## config.mk

```make
export PLATFORM = sky130hd
export DESIGN_NAME = owd_top
export DESIGN_NICKNAME = d
export VERILOG_FILES = /design/src/core/owd_pkg.sv /design/src/core/owd_key_seq.sv /design/src/core/owd_top.sv
export SDC_FILE = /design/constraint.sdc
export NUM_CORES = 1
export LEC_CHECK = 0
export ABC_CLOCK_PERIOD_IN_PS = 3380
export BUFFER_PORTS_ARGS = -buffer_cell sky130_fd_sc_hd__buf_2
export CORE_MARGIN = 5
export CORE_UTILIZATION = 27
export DETAILED_ROUTE_END_ITERATION = 16
export PLACE_DENSITY_LB_ADDON = 0.1
export SYNTH_ARGS = -nofsm -noshare
export SYNTH_HDL_FRONTEND = slang
export SYNTH_HIERARCHICAL = 1
export SYNTH_SLANG_ARGS = --single-unit
```

## constraint.sdc

```tcl
create_clock -name sys_clk_in -period 3.38 [get_ports sys_clk_in]
set_input_delay 0.169 -clock sys_clk_in [delete_from_list [all_inputs] [get_ports sys_clk_in]]
set_output_delay 0.169 -clock sys_clk_in [all_outputs]
set_load 0.01 [all_outputs]
```

## src/core/owd_pkg.sv

```systemverilog
// constants shared by the one-time enabled watchdog
package owd_pkg;
  // ---------------------------------------------------------------
  // register addresses on the special function register bus
  // ---------------------------------------------------------------
  localparam logic [7:0]  ADDR_RESTART    = 8'hA6;
  localparam logic [7:0]  ADDR_AUX        = 8'h8E;
  // ---------------------------------------------------------------
  // service key and auxiliary field layout
  // ---------------------------------------------------------------
  localparam logic [7:0]  KEY_FIRST       = 8'h1E;
  localparam logic [7:0]  KEY_SECOND      = 8'hE1;
  localparam int          AUX_IDLE_BIT    = 4;
  localparam int          AUX_RSTO_BIT    = 3;
  localparam logic        AUX_IDLE_RESET  = 1'h0;
  localparam logic        AUX_RSTO_RESET  = 1'h0;
  // ---------------------------------------------------------------
  // counter and reset-out timing
  // ---------------------------------------------------------------
  localparam int          CNT_W           = 14;
  localparam logic [13:0] CNT_TERMINAL    = 14'h3FFF;
  localparam int          CLK_PERIOD_PS   = 4000;
  localparam int          RST_PULSE_NS    = 384;
  localparam int          RST_PULSE_CYC   =
    (RST_PULSE_NS * 1000 + CLK_PERIOD_PS - 1) / CLK_PERIOD_PS;
  localparam int          PULSE_W         = 7;
  // ---------------------------------------------------------------
  // watchdog states
  // ---------------------------------------------------------------
  typedef enum logic [1:0] {OWD_OFF, OWD_RUN, OWD_FIRE} owd_state_t;
endpackage : owd_pkg

```

## src/core/owd_key_seq.sv

```systemverilog
// two-write service key detector for the restart register
`timescale 1ns/1ps
module owd_key_seq (
  // clock and reset
  input  wire logic       sys_clk_in,
  input  wire logic       reset_in,
  input  wire logic       clear_in,
  // restart register write
  input  wire logic       wr_in,
  input  wire logic [7:0] wdata_in,
  // completed key
  output logic            key_done_out
);
  logic armed;
  logic next_armed;

  // first key arms; only the second key straight after it completes
  always_comb begin
    next_armed   = armed;
    key_done_out = 1'b0;
    if (wr_in) begin
      key_done_out = armed && (wdata_in == owd_pkg::KEY_SECOND); // RL12
      next_armed   = (wdata_in == owd_pkg::KEY_FIRST);            // RL12
    end
    if (clear_in) begin
      next_armed = 1'b0;
    end
  end

  // armed flag register
  always_ff @(posedge sys_clk_in or posedge reset_in) begin
    if (reset_in) begin
      armed <= 1'b0;
    end else begin
      armed <= next_armed;
    end
  end
endmodule : owd_key_seq

```

## src/core/owd_top.sv

```systemverilog
// one-time enabled watchdog with reset-out drive
// What this block does
// RL1 - watchdog is a 14-bit up-counter with a write-only restart register
// RL2 - after any reset the watchdog is off and does not count
// RL3 - writing 1E then E1 to address A6 enables it
// RL4 - enabled counter advances once per machine cycle while clocked
// RL5 - no software write turns it off; only resets do
// RL6 - overflow drives a high pulse onto the reset pin
// RL7 - the same key pair while enabled restarts the count from zero
// RL8 - reaching 3FFF overflows and resets the whole device
// RL9 - software must service before 16383 machine cycles pass
// RL10 - auxiliary idle bit set halts counting while the device idles
// RL11 - auxiliary reset-out disable bit set leaves the pin input only
// RL12 - only 1E immediately followed by E1 counts; other writes do nothing
`timescale 1ns/1ps
module owd_top (
  // clock and reset
  input  wire logic       sys_clk_in,
  input  wire logic       reset_in,
  // special function register bus
  input  wire logic [7:0] sfr_addr_in,
  input  wire logic [7:0] sfr_wdata_in,
  input  wire logic       sfr_wr_in,
  input  wire logic       sfr_rd_in,
  output logic      [7:0] sfr_rdata_out,
  // core timing and power state
  input  wire logic       machine_cycle_in,
  input  wire logic       idle_in,
  // reset pin, two-way
  input  wire logic       rst_pin_in,
  output logic            rst_pin_out,
  output logic            rst_pin_oe_out,
  // status towards the device
  output logic            device_reset_out,
  output logic            wdt_enabled_out
);
  // ---------------------------------------------------------------
  // state
  // ---------------------------------------------------------------
  owd_pkg::owd_state_t              state;
  owd_pkg::owd_state_t              next_state;
  logic [owd_pkg::CNT_W-1:0]        count;
  logic [owd_pkg::CNT_W-1:0]        next_count;
  logic [owd_pkg::PULSE_W-1:0]      pulse_cnt;
  logic [owd_pkg::PULSE_W-1:0]      next_pulse_cnt;
  logic                             idle_halt;
  logic                             next_idle_halt;
  logic                             rsto_disable;
  logic                             next_rsto_disable;
  logic [7:0]                       next_rdata;
  logic                             restart_wr;
  logic                             key_done;
  logic                             tick;
  logic                             overflow;
  logic                             firing;

  localparam logic [owd_pkg::PULSE_W-1:0] PULSE_LAST =
    owd_pkg::PULSE_W'(owd_pkg::RST_PULSE_CYC - 1);

  // ---------------------------------------------------------------
  // key detection
  // ---------------------------------------------------------------
  assign restart_wr = sfr_wr_in && (sfr_addr_in == owd_pkg::ADDR_RESTART);
  assign firing     = (state == owd_pkg::OWD_FIRE);

  owd_key_seq u_key (
    .sys_clk_in   (sys_clk_in),
    .reset_in     (reset_in),
    .clear_in     (firing),
    .wr_in        (restart_wr),
    .wdata_in     (sfr_wdata_in),
    .key_done_out (key_done)
  );

  // counting permission: machine cycle, not halted by idle
  assign tick     = machine_cycle_in && !(idle_in && idle_halt); // RL4 RL10
  assign overflow = tick && (count == owd_pkg::CNT_TERMINAL);    // RL8

  // ---------------------------------------------------------------
  // watchdog state machine and counter
  // ---------------------------------------------------------------
  // a service on the overflow tick wins, so a just-in-time key is honoured
  always_comb begin
    next_state     = state;
    next_count     = count;
    next_pulse_cnt = pulse_cnt;
    unique case (state)
      owd_pkg::OWD_OFF: begin
        next_count = '0;
        if (key_done) begin
          next_state = owd_pkg::OWD_RUN;              // RL3
        end
      end
      owd_pkg::OWD_RUN: begin
        if (key_done) begin
          next_count = '0;                            // RL7
        end else if (overflow) begin
          next_state     = owd_pkg::OWD_FIRE;         // RL8
          next_count     = '0;
          next_pulse_cnt = '0;
        end else if (tick) begin
          next_count = count + 1'b1;                  // RL1 RL4
        end
      end
      owd_pkg::OWD_FIRE: begin
        next_pulse_cnt = pulse_cnt + 1'b1;
        if (pulse_cnt == PULSE_LAST) begin
          next_state = owd_pkg::OWD_OFF;              // RL5
        end
      end
    endcase
  end

  // watchdog registers; off after hardware reset
  always_ff @(posedge sys_clk_in or posedge reset_in) begin
    if (reset_in) begin
      state     <= owd_pkg::OWD_OFF;                  // RL2
      count     <= '0;
      pulse_cnt <= '0;
    end else begin
      state     <= next_state;
      count     <= next_count;
      pulse_cnt <= next_pulse_cnt;
    end
  end

  // ---------------------------------------------------------------
  // auxiliary control register and read path
  // ---------------------------------------------------------------
  // the overflow reset returns the auxiliary bits to reset at pulse end
  always_comb begin
    next_idle_halt    = idle_halt;
    next_rsto_disable = rsto_disable;
    next_rdata        = 8'h00;
    if (firing) begin
      // bits hold through the pulse so the pin drive choice stays put
      if (pulse_cnt == PULSE_LAST) begin
        next_idle_halt    = owd_pkg::AUX_IDLE_RESET;
        next_rsto_disable = owd_pkg::AUX_RSTO_RESET;  // RL11
      end
    end else if (sfr_wr_in && sfr_addr_in == owd_pkg::ADDR_AUX) begin
      next_idle_halt    = sfr_wdata_in[owd_pkg::AUX_IDLE_BIT]; // RL10
      next_rsto_disable = sfr_wdata_in[owd_pkg::AUX_RSTO_BIT]; // RL11
    end
    // restart register is write only and reads as zero
    if (sfr_rd_in && sfr_addr_in == owd_pkg::ADDR_AUX) begin
      next_rdata[owd_pkg::AUX_IDLE_BIT] = idle_halt;
      next_rdata[owd_pkg::AUX_RSTO_BIT] = rsto_disable;
    end
  end

  // auxiliary and read data registers
  always_ff @(posedge sys_clk_in or posedge reset_in) begin
    if (reset_in) begin
      idle_halt     <= owd_pkg::AUX_IDLE_RESET;
      rsto_disable  <= owd_pkg::AUX_RSTO_RESET;       // RL11
      sfr_rdata_out <= 8'h00;
    end else begin
      idle_halt     <= next_idle_halt;
      rsto_disable  <= next_rsto_disable;
      sfr_rdata_out <= next_rdata;
    end
  end

  // ---------------------------------------------------------------
  // reset pin and device reset
  // ---------------------------------------------------------------
  // pin level is only a report of the outside; the core reset is internal
  assign device_reset_out = firing;                          // RL8
  assign rst_pin_out      = 1'b1;                            // RL6
  assign rst_pin_oe_out   = firing && !rsto_disable;         // RL6 RL11
  assign wdt_enabled_out  = (state == owd_pkg::OWD_RUN);

  // ---------------------------------------------------------------
  // assertions
  // ---------------------------------------------------------------
  // helper: cycles the reset pulse has stood so far
  logic [7:0]            ast_fire_len;
  logic [7:0]            next_ast_fire_len;
  localparam logic [7:0] FIRE_CYC = 8'(owd_pkg::RST_PULSE_CYC);

  // pulse length counter, cleared whenever the pulse is not standing
  always_comb begin
    next_ast_fire_len = 8'h00;
    if (firing) begin
      next_ast_fire_len = ast_fire_len + 8'h01;
    end
  end

  // pulse length register
  always_ff @(posedge sys_clk_in or posedge reset_in) begin
    if (reset_in) begin
      ast_fire_len <= 8'h00;
    end else begin
      ast_fire_len <= next_ast_fire_len;
    end
  end
endmodule : owd_top

```

==> qor.txt <==
Routed Antenna Nets: 0
worst-case clock buffer depth: 2
WS Path Type: flip-flop to flip-flop
number of gates resized after CTS: 0
Critical Path End Type: flip-flop
Layout area overhead: 15.5%
status: completed
Residual DRC: 0
Max Slew Vio Count: 0
RSZ-0062 raised after global routing: no
Hold WS: 0.129 ns
first-pass GRT wire length: 7.56 mm
Required @ worst endpoint: 3.55 ns
# rows: 29
Sw Share: 0.281
DIE HEIGHT: 90.8 um
All-Layer GR Usage: 0.110
P_leak: 0.865 nW
clock share of power: 0.307
most frequent cells in the layout: dfrtp_1 (28), buf_2 (26), nand2_1 (20)
I/O pin total: 35
min-delay worst type: input pin to flip-flop
Buf/Inv on CP: 0
vias post-DR: 1552
Worst EP arrival: 2.61 ns
Max-Slew Margin vs Limit: 0.438
Root Driver: clkbuf_8
sequential power share: 0.568
CTS tree: done
pin count of the biggest net entering global routing: 19
Core Area: 6350 um2
worst clock skew: 0.00518 ns
total grt overflow: 0
Tmin final: 2.44 ns
global placement routability congestion: 0.747
antenna cell count: 0
CTS clk-pin slew, worst paths: 0.10 ns
vias in the first global route: 1556
hpwl dp: 3.25 mm
crit-path cells: ha_1 > nand3_1 > or4_4 > o31ai_4 > o21ai_2 > a221o_1
worst-case vdd ir drop: 0.000178 V
post-synthesis register bit count: 28
critical path fanouts, max: 11
most common cell after layout, fill and taps aside: dfrtp_1
Synth cell types: 55
Worst-Skew Late Latency: 0.28 ns
critical path startpoint category: flip-flop
post-synthesis sequential area ratio: 0.398
post-synthesis cell area: 1760 um2
Final setup viols: 0
number of vias per cell: 5.14
slowest stage cell, crit path: or4_4
endpoints failing hold: 0
initial antenna violation count: 0
DIE WIDTH: 90.8 um
Setup TNS Final: 0 ns
wirelength, routed: 4.33 mm
Worst-Margin Slew: 0.836 ns
Pre-antenna DRT Iters: 5
Layout Nets: 254
number of synthesized flops with an enable pin: 0
Num CTS Buffers: 3
highest clock rate: 411 MHz
Die Footprint: 8240 um2
cell count after synthesis: 196
Routed WL per cell: 14.3 um
Async SR Flop Fraction: 1.00
Worst path max stage delay: 0.56 ns
PwrDens: 343 nW/um2
TritonCTS Sinks: 28
Final period util: 0.721
combinational power share: 0.125
CP delay by family, top: simple AND/OR/NAND/NOR gates
Post-Synthesis Mean Instance Area: 8.99 um2
Synth warnings: 6
predominant post-synthesis flop cell: dfrtp_1
maxcap violations: 0
port bufs: 26
DR iter-0 viols: 83
CTS HTree Levels: 1
layout cells sized above 1: 0.187
Int Power: 0.502 mW
Sw Pwr: 0.196 mW
Initial Utilization: 0.277
==> repair_timing <==
action,CTS,global route
hold buffers,1,0
endpoints found under the hold margin,10,0
setup buffers,0,0
==> metal layers <==
metal	vias up	GRT usage	part of all wire
met5	-	0	0
met4	0	0.0232	0.0055
met3	2	0.0217	0.022
met2	17	0.186	0.50
met1	755	0.144	0.47
li1	778	-	-
==> cell usage after synthesis (all sizes together) (2+ instances only) <==
cell    number  area (um2)
a21boi       2        15.0
a211o        2        17.5
o31ai        3        36.3
and3         4        25.0
mux2i        3        30.0
nor4         5        31.3
o41ai        2        25.0
nor2        15        56.3
a31oi        6        37.5
nand2       20        75.1
o21ai       11        58.8
o32ai        2        25.0
o22ai        2        12.5
clkbuf       3        11.3
dfrtp       28         701
o22a         2        17.5
or2          2        12.5
or4          2        18.8
inv         11        41.3
nand4        4        25.0
nand4b       2        17.5
conb         2        7.51
nand2b       2        12.5
nor4bb       5        50.1
or3          2        12.5
nand3       10        50.1
a21oi        6        30.0
ha           5        62.6
buf          8        56.3
nor3         7        35.0
==> cells by family (layout without fill, tap and decap cells) <==
group / count (synthesis) / after routing / synth area share
xor+xnor: 1 / 1 / 0.00497
simple gates: 87 / 87 / 0.271
mux: 4 / 4 / 0.0234
flops: 28 / 28 / 0.398
fa+ha+maj: 5 / 5 / 0.0355
other cells: 2 / 7 / 0.00426
compound gates: 47 / 47 / 0.202
buf+inv: 22 / 46 / 0.0618
==> flip-flops by register name (all words and copies together) (netlist names) <==
signal / count
u_key/armed: 1
idle_halt: 1
pulse_cnt: 7
sfr_rdata_out: 2
rsto_disable: 1
count: 14
state: 2
==> cell type report <==
cell class / count / area, um2
inverters: 11 / 41.3
clock buffers: 4 / 55.1
multi-input cells: 151 / 971
repair buffers: 31 / 170
flip-flops and latches: 28 / 701
well taps: 77 / 96.3
fillers: 681 / 4320
==> power groups by stage <==
stage / registers, mW / logic, mW / clock network, mW
after floorplan: 0.393 / 0.0625 / 0
after global placement: 0.402 / 0.0856 / 0
after detailed placement: 0.403 / 0.0866 / 0
after CTS: 0.396 / 0.0891 / 0.228
after global routing: 0.402 / 0.104 / 0.243
final: 0.396 / 0.0875 / 0.214
==> worst reg2reg max path, cell delays in order, from the launching register on <==
cell	delay, ns
dfrtp_1	0.47
ha_1	0.23
nand3_1	0.33
or4_4	0.56
o31ai_4	0.21
o21ai_2	0.15
a221o_1	0.38
==> metrics by stage <==
| stage | cells | setup WS [ns] | total power, mW | instance area [um2] | util |
|---|---|---|---|---|---|
| 6_report | 302 | 0.944 | 0.698 | 2030 | 0.320 |
| 5_1_grt | 302 | 0.706 | 0.749 | 2030 | 0.320 |
| 4_1_cts | 302 | 0.960 | 0.713 | 2030 | 0.320 |
| 3_5_place_dp | 297 | 0.724 | 0.489 | 1970 | 0.310 |
| 3_3_place_gp | 297 | 0.662 | 0.488 | 1970 | 0.310 |
| 2_1_floorplan | 201 | 0.951 | 0.456 | 1780 | - |
==> worst paths after layout <==
| path | startpoint | end | slack [ns] | depth (start not counted) |
|---|---|---|---|---|
| setup / recovery | count[0] | pulse_cnt[5] | 0.94 | 6 |
| hold reg to reg | count[5] | count[5] | 0.51 | 1 |
| max in group asynchronous | reset_in | count[13] | 2.35 | 4 |
| hold / removal | sfr_rd_in | sfr_rdata_out[3] | 0.13 | 3 |
| min in group asynchronous | reset_in | u_key/armed | 0.27 | 3 |
| setup reg to reg | count[0] | pulse_cnt[5] | 0.94 | 6 |
No activity file was read; power rests on OpenSTA's default activity.
